===== src/rtl/ncp_pkg.sv =====
// Purpose: Shared constants for the oscillator phase register bank
// Assumes: 32-bit AHB-Lite data bus, one register per aligned word
// Notes:   Byte registers sit in the low bits of each word, upper bits read zero

package ncp_pkg;

  // ****************************************************************
  // Widths
  // ****************************************************************
  localparam int NCP_ACC_W = 20;
  localparam int NCP_AW = 8;
  localparam int NCP_UPPER_W = 4;

  // ****************************************************************
  // Register byte offsets
  // ****************************************************************
  localparam logic [7:0] NCP_OFS_ACC_LOW = 8'h00;
  localparam logic [7:0] NCP_OFS_ACC_HIGH = 8'h04;
  localparam logic [7:0] NCP_OFS_ACC_UPPER = 8'h08;
  localparam logic [7:0] NCP_OFS_STEP_LOW = 8'h0C;
  localparam logic [7:0] NCP_OFS_STEP_HIGH = 8'h10;
  localparam logic [7:0] NCP_OFS_STEP_UPPER = 8'h14;
  localparam logic [7:0] NCP_OFS_CTRL = 8'h18;
  localparam logic [7:0] NCP_OFS_IRQ_STATUS = 8'h1C;
  localparam logic [7:0] NCP_OFS_IRQ_CLEAR = 8'h20;
  localparam logic [7:0] NCP_OFS_IRQ_ENABLE = 8'h24;

  // ****************************************************************
  // Field positions
  // ****************************************************************
  localparam int NCP_CTRL_ENABLE_BIT = 0;
  localparam int NCP_IRQ_WRAP_BIT = 0;

  // ****************************************************************
  // Reset values
  // ****************************************************************
  localparam logic [19:0] NCP_ACC_RST = 20'h00000;
  localparam logic [19:0] NCP_STEP_RST = 20'h00001;

  // ****************************************************************
  // Timing counts
  // ****************************************************************
  // Oscillator edges from a low-byte write to the buffer load
  localparam logic [1:0] NCP_COMMIT_EDGES = 2'h2;

  // AHB transfer type bit that marks NONSEQ or SEQ
  localparam int NCP_HTRANS_ACTIVE_BIT = 1;

endpackage


===== src/rtl/ncp_edge_sync.sv =====
// Purpose: Bring the oscillator input clock into the system clock domain
// Assumes: Oscillator input is well below half the system clock rate
// Notes:   Two flops resync the pin, a third one finds the rising edge

`timescale 1ns/1ps
`default_nettype none

module ncp_edge_sync
  import ncp_pkg::*;
(
  // Clock and reset
  input wire logic clock,
  input wire logic rst_n,
  // Asynchronous pin
  input wire logic osc_input_clock,
  // One-cycle pulse per rising edge
  output logic osc_rise
);

  // ****************************************************************
  // State
  // ****************************************************************
  typedef struct packed {
    logic meta;
    logic sync;
    logic last;
  } ncp_sync_t;

  ncp_sync_t s_q;
  ncp_sync_t s_d;

  // Meta is read only by the sync stage, never by the edge logic
  always_comb begin
    s_d = s_q;
    s_d.meta = osc_input_clock;
    s_d.sync = s_q.meta;
    s_d.last = s_q.sync;
  end

  // Register the whole state
  always_ff @(posedge clock or negedge rst_n) begin
    if (!rst_n) begin
      s_q <= '0;
    end else begin
      s_q <= s_d;
    end
  end

  // Rising edge of the resynchronised pin
  assign osc_rise = s_q.sync & ~s_q.last;

endmodule

`default_nettype wire


===== src/rtl/ncp_regs.sv =====
// Purpose: Phase accumulator and double-buffered phase step of an oscillator
// Assumes: AHB-Lite slave, single word transfers, zero wait states
// Notes:   Oscillator input is sampled on the system clock, so it must be
//          slower than half of it
//
// Overview of operation
// - Accumulator bits 7..0 form a read/write low byte register that resets to zero.
// - Accumulator bits 15..8 form a read/write high byte register that resets to zero.
// - Accumulator bits 19..16 sit in bits 3..0 of the upper register, bits 7..4 read zero.
// - Step bits 7..0 form a read/write low byte register whose reset value is one.
// - Step bits 15..8 form a read/write high byte register that resets to zero.
// - Step bits 19..16 sit in bits 3..0 of the upper step register, bits 7..4 read zero.
// - While enabled, each oscillator rising edge adds the buffered step to the 20-bit accumulator.
// - When enabled, a low step write loads the whole buffer on the second oscillator edge.
// - When disabled, a step write is copied into the buffer right away.
// - Every accumulator wrap sets a sticky flag that only software clears.
//
// The AHB-Lite register port and the address map are this design's own decisions.

`timescale 1ns/1ps
`default_nettype none

module ncp_regs
  import ncp_pkg::*;
(
  // Clock and reset
  input wire logic clock,
  input wire logic rst_n,
  // AHB-Lite slave
  input wire logic hsel,
  input wire logic [31:0] haddr,
  input wire logic [1:0] htrans,
  input wire logic hwrite,
  input wire logic [2:0] hsize,
  input wire logic [31:0] hwdata,
  input wire logic hready,
  output logic hreadyout,
  output logic hresp,
  output logic [31:0] hrdata,
  // Oscillator input pin
  input wire logic osc_input_clock,
  // Oscillator side
  output logic accum_wrap_event,
  output logic [19:0] phase_accum,
  output logic irq
);

  // ****************************************************************
  // State
  // ****************************************************************
  typedef struct packed {
    logic [19:0] accum;
    logic [19:0] step;
    logic [19:0] step_buf;
    logic enable;
    logic pend;
    logic [1:0] edge_cnt;
    logic irq_flag;
    logic irq_en;
    logic irq;
    logic wrap;
    logic ready;
    logic [31:0] rdata;
    logic wr_pend;
    logic [7:0] wr_addr;
  } ncp_state_t;

  localparam ncp_state_t NCP_STATE_RST = '{
    accum: NCP_ACC_RST,
    step: NCP_STEP_RST,
    step_buf: NCP_STEP_RST,
    ready: 1'b1,
    default: '0
  };

  ncp_state_t s_q;
  ncp_state_t s_d;

  logic osc_rise;
  logic addr_take;
  logic wr_acc_low;
  logic wr_acc_high;
  logic wr_acc_upper;
  logic wr_step_low;
  logic wr_step_any;
  logic wr_clear;
  logic [20:0] sum;

  // ****************************************************************
  // Oscillator input resync
  // ****************************************************************
  ncp_edge_sync u_sync (
    .clock(clock),
    .rst_n(rst_n),
    .osc_input_clock(osc_input_clock),
    .osc_rise(osc_rise)
  );

  // ****************************************************************
  // Bus decode
  // ****************************************************************
  // Address phase accepted; size is not checked, only words are used
  assign addr_take = hsel & htrans[NCP_HTRANS_ACTIVE_BIT] & hready;

  // Write strobes for the data phase now on the bus
  assign wr_acc_low = s_q.wr_pend & (s_q.wr_addr == NCP_OFS_ACC_LOW);
  assign wr_acc_high = s_q.wr_pend & (s_q.wr_addr == NCP_OFS_ACC_HIGH);
  assign wr_acc_upper = s_q.wr_pend & (s_q.wr_addr == NCP_OFS_ACC_UPPER);
  assign wr_step_low = s_q.wr_pend & (s_q.wr_addr == NCP_OFS_STEP_LOW);
  assign wr_step_any = wr_step_low
    | (s_q.wr_pend & (s_q.wr_addr == NCP_OFS_STEP_HIGH))
    | (s_q.wr_pend & (s_q.wr_addr == NCP_OFS_STEP_UPPER));
  assign wr_clear = s_q.wr_pend & (s_q.wr_addr == NCP_OFS_IRQ_CLEAR);

  // Adder with carry out, the carry is the wrap event
  assign sum = {1'b0, s_q.accum} + {1'b0, s_q.step_buf};

  // ****************************************************************
  // Next state
  // ****************************************************************
  always_comb begin
    s_d = s_q;
    s_d.wrap = 1'b0;
    s_d.ready = 1'b1;

    if (s_q.enable && osc_rise) begin
      s_d.accum = sum[19:0];
      s_d.wrap = sum[20];
    end

    if (wr_acc_low) begin
      s_d.accum[7:0] = hwdata[7:0];
    end
    if (wr_acc_high) begin
      s_d.accum[15:8] = hwdata[7:0];
    end
    if (wr_acc_upper) begin
      s_d.accum[19:16] = hwdata[3:0];
    end

    if (wr_step_low) begin
      s_d.step[7:0] = hwdata[7:0];
    end
    if (s_q.wr_pend && (s_q.wr_addr == NCP_OFS_STEP_HIGH)) begin
      s_d.step[15:8] = hwdata[7:0];
    end
    if (s_q.wr_pend && (s_q.wr_addr == NCP_OFS_STEP_UPPER)) begin
      s_d.step[19:16] = hwdata[3:0];
    end

    // Control register, enable steers the adder and the commit path
    if (s_q.wr_pend && (s_q.wr_addr == NCP_OFS_CTRL)) begin
      s_d.enable = hwdata[NCP_CTRL_ENABLE_BIT];
    end
    if (s_q.wr_pend && (s_q.wr_addr == NCP_OFS_IRQ_ENABLE)) begin
      s_d.irq_en = hwdata[NCP_IRQ_WRAP_BIT];
    end

    // count oscillator edges, load on the second
    if (s_q.pend && s_q.enable && osc_rise) begin
      s_d.edge_cnt = s_q.edge_cnt + 2'h1;
      if (s_q.edge_cnt + 2'h1 == NCP_COMMIT_EDGES) begin
        s_d.step_buf = s_q.step;
        s_d.pend = 1'b0;
        s_d.edge_cnt = 2'h0;
      end
    end
    // low byte write arms the commit
    if (wr_step_low && s_q.enable) begin
      s_d.pend = 1'b1;
      s_d.edge_cnt = 2'h0;
    end

    // disabled, copy straight into the buffer
    if (!s_d.enable) begin
      s_d.pend = 1'b0;
      s_d.edge_cnt = 2'h0;
      if (wr_step_any) begin
        s_d.step_buf = s_d.step;
      end
    end

    // sticky flag, a wrap beats a clear in the same cycle
    if (wr_clear && hwdata[NCP_IRQ_WRAP_BIT]) begin
      s_d.irq_flag = 1'b0;
    end
    if (s_d.wrap) begin
      s_d.irq_flag = 1'b1;
    end
    s_d.irq = s_d.irq_flag & s_d.irq_en;

    // Address phase capture; a write lands one cycle later
    s_d.wr_pend = addr_take & hwrite;
    s_d.wr_addr = haddr[NCP_AW-1:0];

    // reads see the value after this cycle's updates
    s_d.rdata = 32'h0000_0000;
    if (addr_take && !hwrite) begin
      case (haddr[NCP_AW-1:0])
        NCP_OFS_ACC_LOW: begin
          s_d.rdata = {24'h000000, s_d.accum[7:0]};
        end
        NCP_OFS_ACC_HIGH: begin
          s_d.rdata = {24'h000000, s_d.accum[15:8]};
        end
        NCP_OFS_ACC_UPPER: begin
          s_d.rdata = {28'h0000000, s_d.accum[19:16]};
        end
        NCP_OFS_STEP_LOW: begin
          s_d.rdata = {24'h000000, s_d.step[7:0]};
        end
        NCP_OFS_STEP_HIGH: begin
          s_d.rdata = {24'h000000, s_d.step[15:8]};
        end
        NCP_OFS_STEP_UPPER: begin
          s_d.rdata = {28'h0000000, s_d.step[19:16]};
        end
        NCP_OFS_CTRL: begin
          s_d.rdata = {31'h00000000, s_d.enable};
        end
        NCP_OFS_IRQ_STATUS: begin
          s_d.rdata = {31'h00000000, s_d.irq_flag};
        end
        NCP_OFS_IRQ_ENABLE: begin
          s_d.rdata = {31'h00000000, s_d.irq_en};
        end
        default: begin
          s_d.rdata = 32'h0000_0000;
        end
      endcase
    end
  end

  // ****************************************************************
  // State register
  // ****************************************************************
  always_ff @(posedge clock or negedge rst_n) begin
    if (!rst_n) begin
      s_q <= NCP_STATE_RST;
    end else begin
      s_q <= s_d;
    end
  end

  // Outputs straight from the state flops
  assign hreadyout = s_q.ready;
  assign hresp = 1'b0 & s_q.ready;
  assign hrdata = s_q.rdata;
  assign accum_wrap_event = s_q.wrap;
  assign phase_accum = s_q.accum;
  assign irq = s_q.irq;
endmodule

`default_nettype wire


===== config.mk =====
export PLATFORM = sky130hd
export DESIGN_NAME = ncp_regs
export DESIGN_NICKNAME = d
export VERILOG_FILES = /design/src/rtl/ncp_pkg.sv /design/src/rtl/ncp_edge_sync.sv /design/src/rtl/ncp_regs.sv
export SDC_FILE = /design/constraint.sdc
export NUM_CORES = 1
export LEC_CHECK = 0
export ABC_AREA = 0
export BUFFER_PORTS_ARGS = -buffer_cell sky130_fd_sc_hd__buf_4
export CORE_MARGIN = 1.5
export CORE_UTILIZATION = 58
export CTS_CLUSTER_SIZE = 24
export DETAILED_ROUTE_END_ITERATION = 8
export GPL_ROUTABILITY_DRIVEN = 1
export PLACE_DENSITY = 0.86
export SYNTH_ARGS = -nofsm -noshare
export SYNTH_HDL_FRONTEND = slang
export SYNTH_HIERARCHICAL = 1
export SYNTH_SLANG_ARGS = --single-unit

===== constraint.sdc =====
create_clock -name clock -period 4.6 [get_ports clock]
set_clock_uncertainty 0.1 [all_clocks]
set_input_delay 0.69 -clock clock [delete_from_list [all_inputs] [get_ports clock]]
set_output_delay 0.69 -clock clock [all_outputs]
set_load 0.03 [all_outputs]

After elaboration in Yosys (flattened, before gate mapping)
Cells that the tools add are included.
W data, S select, Z words.
- add/sub/neg operators: 2
- eq/ne operators: 19
- muxes and demuxes: 22
- bitwise gates (word level): 15
- reduce and logical (&&, ||, !) cells: 14
- operators with widths (cell ; count):
    $mux W20 ; 5
    $pmux W8 S9 ; 1
    $eq A8 B5 Y1 const B ; 7
    $mux W8 ; 5
    $eq A8 B4 Y1 const B ; 4
    $eq A8 B6 Y1 const B ; 3
    $add A20 B20 Y21 ; 1
    $eq A8 B3 Y1 const B ; 2
    $logic_not A8 Y1 ; 2
    $and A1 B1 Y1 ; 12
    $mux W3 ; 4
    $logic_and A1 B1 Y1 ; 10
    $mux W4 ; 2
    $ne A3 B1 Y1 const B ; 2
    $mux W1 ; 5
    $add A2 B1 Y2 const B ; 1
    $eq A2 B2 Y1 const B ; 1
    $or A1 B1 Y1 ; 2
    $reduce_and A2 Y1 ; 1
    $logic_not A1 Y1 ; 1
    $not A1 Y1 ; 1
- bits in registers: 112
- bits of input ports: 75
- word-level logic and storage cells: 88

Depth between registers and ports, before layout
- depth after elaboration: 7
- mapped depth: 12

Cells and area by module
Netlist, hierarchy kept.
- by module, submodules not included (module ; times used ; cells each ; area each (µm²)):
    ncp_regs ; 1 ; 573 ; 5283.8
    ncp_edge_sync ; 1 ; 4 ; 88.8

Least setup slack after synthesis
No wires, ideal clock.
- path kind: register to register
- start: register s_q[50] (netlist bit)
- end: register s_q (netlist bit hrdata[0])
- data arrival time: 2.764 ns
- setup slack: 1.671 ns
- stages on the path, launching flop included: 13
- path through: dfstp_2 ha_1 inv_1 fa_1 nor2b_4 o31ai_1 a211oi_1 a311oi_2 o21ai_1 a21oi_1 or3_1 a21oi_1 a21o_1
- RTL lines (what ; line ; source):
    start, declared ; ncp_regs.sv:76 ; ncp_state_t s_q;
    start signal, assigned ; ncp_regs.sv:239 ; s_q <= NCP_STATE_RST;
    start signal, assigned ; ncp_regs.sv:241 ; s_q <= s_d;

==> metrics.cfg <==
[run_status]
status = complete, no violations

[finish]
final_nets = 691
area_growth_pct = 7.03
finalNonFillerCells = 708
final_area_um2 = 5750
final_layout_size_suffix_gt1_share_pct = 16.7
fin_util_pct = 65.0
n_fill_cell = 711
num_antenna_cells = 0

[setup_path]
worst-path-max-fanout = 4
crit_path_top_delay_cell = dfstp_2
start_kind = flip-flop
rr_worst_depth = 12
r2r-start = s_q[50]$_DFF_PN1_
reg2reg_slack_ns = 1.09
critPathMaxStageDelay_ns = 0.56
worstReg2RegEnd = hrdata[0]$_DFF_PN0_
crit_chain = ha_1, inv_1, fa_1, nor2b_4, o31ai_1, a211oi_1, a311oi_2, o21ai_1, a21oi_1, or3_1, a21oi_1, a21o_1
critPathMostFrequentCell = a21oi_1
worst_ep_arrival_time_ns = 3.73
end_kind = flip-flop
cp.required_ns = 4.82
crit_type = flip-flop to flip-flop

[floorplan]
die_w_um = 99.2
rows = 34
die_area_um2 = 9850
fp.dieH_um = 99.2
pin_count = 131
start_util_pct = 60.7
core_region_area_um2 = 8850

[synthesis]
synth_top_cell_area_share_pct = 40.1
synth_commonest_cells = dfrtp_1 (86), buf_4 (55), nor2_1 (53), a21oi_1 (49), nand2_1 (49)
synth_edf_count = 0
synth_seq_cells = 88
yosys.area.top_type = dfrtp_1
yosysSeqAreaShare_pct = 41.0
synth_area_leaders = dfrtp_1 (40%), buf_4 (7.7%), mux2i_1 (6.3%)
ys_types = 66
yosysMostFrequentCell = dfrtp_1
yosys_warnings = 6
netlist_area_um2 = 5370
async_reset_ff_share_pct = 100
ys.flop_type = dfrtp_1
syn_avg_cell_area_um2 = 9.31
synthCells = 577

[clock_network]
cts_resized = 0
cts_buffers = 9
cts_root_buf = clkbuf_8
clockBufferDepth = 2
clk_pin_slew_ns = 0.10
clk_latency_ns = 0.37
clock_sinks = 88
cts_hold_buf = 0
cts_tree = done
cts_setup_buffers = 0
ctsHtreeMaxLevel = 3

[global_routing]
grt_use_total_pct = 29.4
antenna_found_initial = 0
grt_pass1_wl_um = 22300
grt_max_degree = 47
overflow = 0
grt_pass1_vias = 4382

[power_and_ir_drop]
vdd_drop_max_uv = 253
leakage_nw = 2.68
p_per_area_nw_per_um2 = 515
finalPower_mw = 2.96

[sta]
tightestPinTransition_ns = 1.10
timing.final.crit_share_pct = 76.2
setup_violations = 0
tns_ns = 0
slew_viol_final = 0
fin_crit_ns = 3.51
hold_viol = 0
slew_headroom_pct = 26.8
rsz0062_at_grt = false
timing.fmax_mhz = 285

[route]
vias = 4505
drc = 0
dr.pass1.iters = 5
vias_per_cell = 6.36
wl_per_cell_um = 19.6
antenna_left = 0
drt_first_iter_violations = 382
wl_um = 13800

[placed_design]
placed_cell_area_um2 = 5550
dpl.hpwl_um = 9990
gp_congestion = 0.947
place.port_buffers = 52
dp_cells = 692

[hold_path]
worstHoldPathType = input port to async pin

[job]
maxCapViolCount = 0

-- layout by cell type, fill, tap and decap left out, types with 5 or more instances in the layout --
master / Yosys / layout
o22ai_1: 7 / 7
xnor2_1: 9 / 9
buf_4: 55 / 58
dfrtp_1: 86 / 86
ha_1: 20 / 20
inv_1: 25 / 25
nand2_1: 49 / 49
clkbuf_8: 0 / 9
o21ai_0: 21 / 21
a211oi_1: 5 / 5
or3_1: 6 / 6
and3_1: 9 / 9
a21oi_1: 49 / 49
nand3_1: 8 / 8
o21a_1: 5 / 5
mux2_2: 10 / 10
nor2_1: 53 / 53
mux2i_1: 34 / 34
nor4_1: 5 / 5
a21o_1: 9 / 9
a31oi_1: 14 / 14
and2_1: 5 / 5
nand4_1: 5 / 5
nor3_1: 9 / 8
conb_1: 2 / 26
-- metal layers --
layer	global-route usage, %	wire (µm)
met5	0	0
met4	14.0	448
met3	5.06	1420
met2	47.1	6520
met1	39.0	5470
-- per-stage QoR --
stage                     hold WS (ns)  worst slack (ns)
after global routing             0.258             0.792
after global placement           0.241              1.28
after floorplan                  0.231              1.67
final                            0.210              1.09
after detailed placement         0.244              1.17
after CTS                        0.225              1.14
-- power by group --
part / total, mW / switching [mW] / internal, mW / leakage (nW)
Sequential: 0.971 / 0.0966 / 0.874 / 1.04
Clock: 0.558 / 0.303 / 0.256 / 0.0925
Combinational: 1.43 / 0.876 / 0.558 / 1.54
-- worst max-delay path, delay by kind of cell (launching register included) --
kind	cells	cell delay (ns)
AO/OA/AOI/OAI	7	1.53
adder cells (fa/ha/maj)	2	0.68
flip-flops	1	0.56
AND/OR/NAND/NOR	2	0.51
buffers and inverters	1	0.08
-- layout make-up --
class                      instances  area, µm²  area share (%)
timing repair buffer              58        435            7.57
tap                              108        135            2.35
clock buffer                       9        124            2.15
multi-input combinational        413       2680            46.6
sequential                        88       2200            38.3
clock inverter                     7       78.8            1.37
inverter                          25       93.8            1.63
-- cells by family after synthesis --
logic type               Yosys count  synth area share (%)
AND/OR/NAND/NOR                  172                  16.0
AO/OA/AOI/OAI                    138                  16.6
buffers and inverters            100                  10.9
flip-flops                        88                  41.0
multiplexers                      44                  8.43
adder cells (fa/ha/maj)           21                  5.03
XOR/XNOR                          12                  1.96
other                              2                 0.140
-- flip-flops by register name (all words and copies together), names as in the netlist --
signal / count
hrdata: 8
irq: 1
u_sync/s_d: 2
phase_accum: 20
s_q: 55
u_sync/s_q: 1
accum_wrap_event: 1
-- worst max-delay path by stage --
stage,endpoint,slack (ns),startpoint
floorplan,hrdata[0]$_DFF_PN0_,1.67,s_q[50]$_DFF_PN1_
CTS,hrdata[0]$_DFF_PN0_,1.14,s_q[50]$_DFF_PN1_
global placement,hrdata[0]$_DFF_PN0_,1.28,s_q[50]$_DFF_PN1_
global route,hrdata[2]$_DFF_PN0_,0.79,s_q[50]$_DFF_PN1_
detailed placement,hrdata[0]$_DFF_PN0_,1.17,s_q[50]$_DFF_PN1_
finish,hrdata[0]$_DFF_PN0_,1.09,s_q[50]$_DFF_PN1_
(Power assumes the default switching activity.)
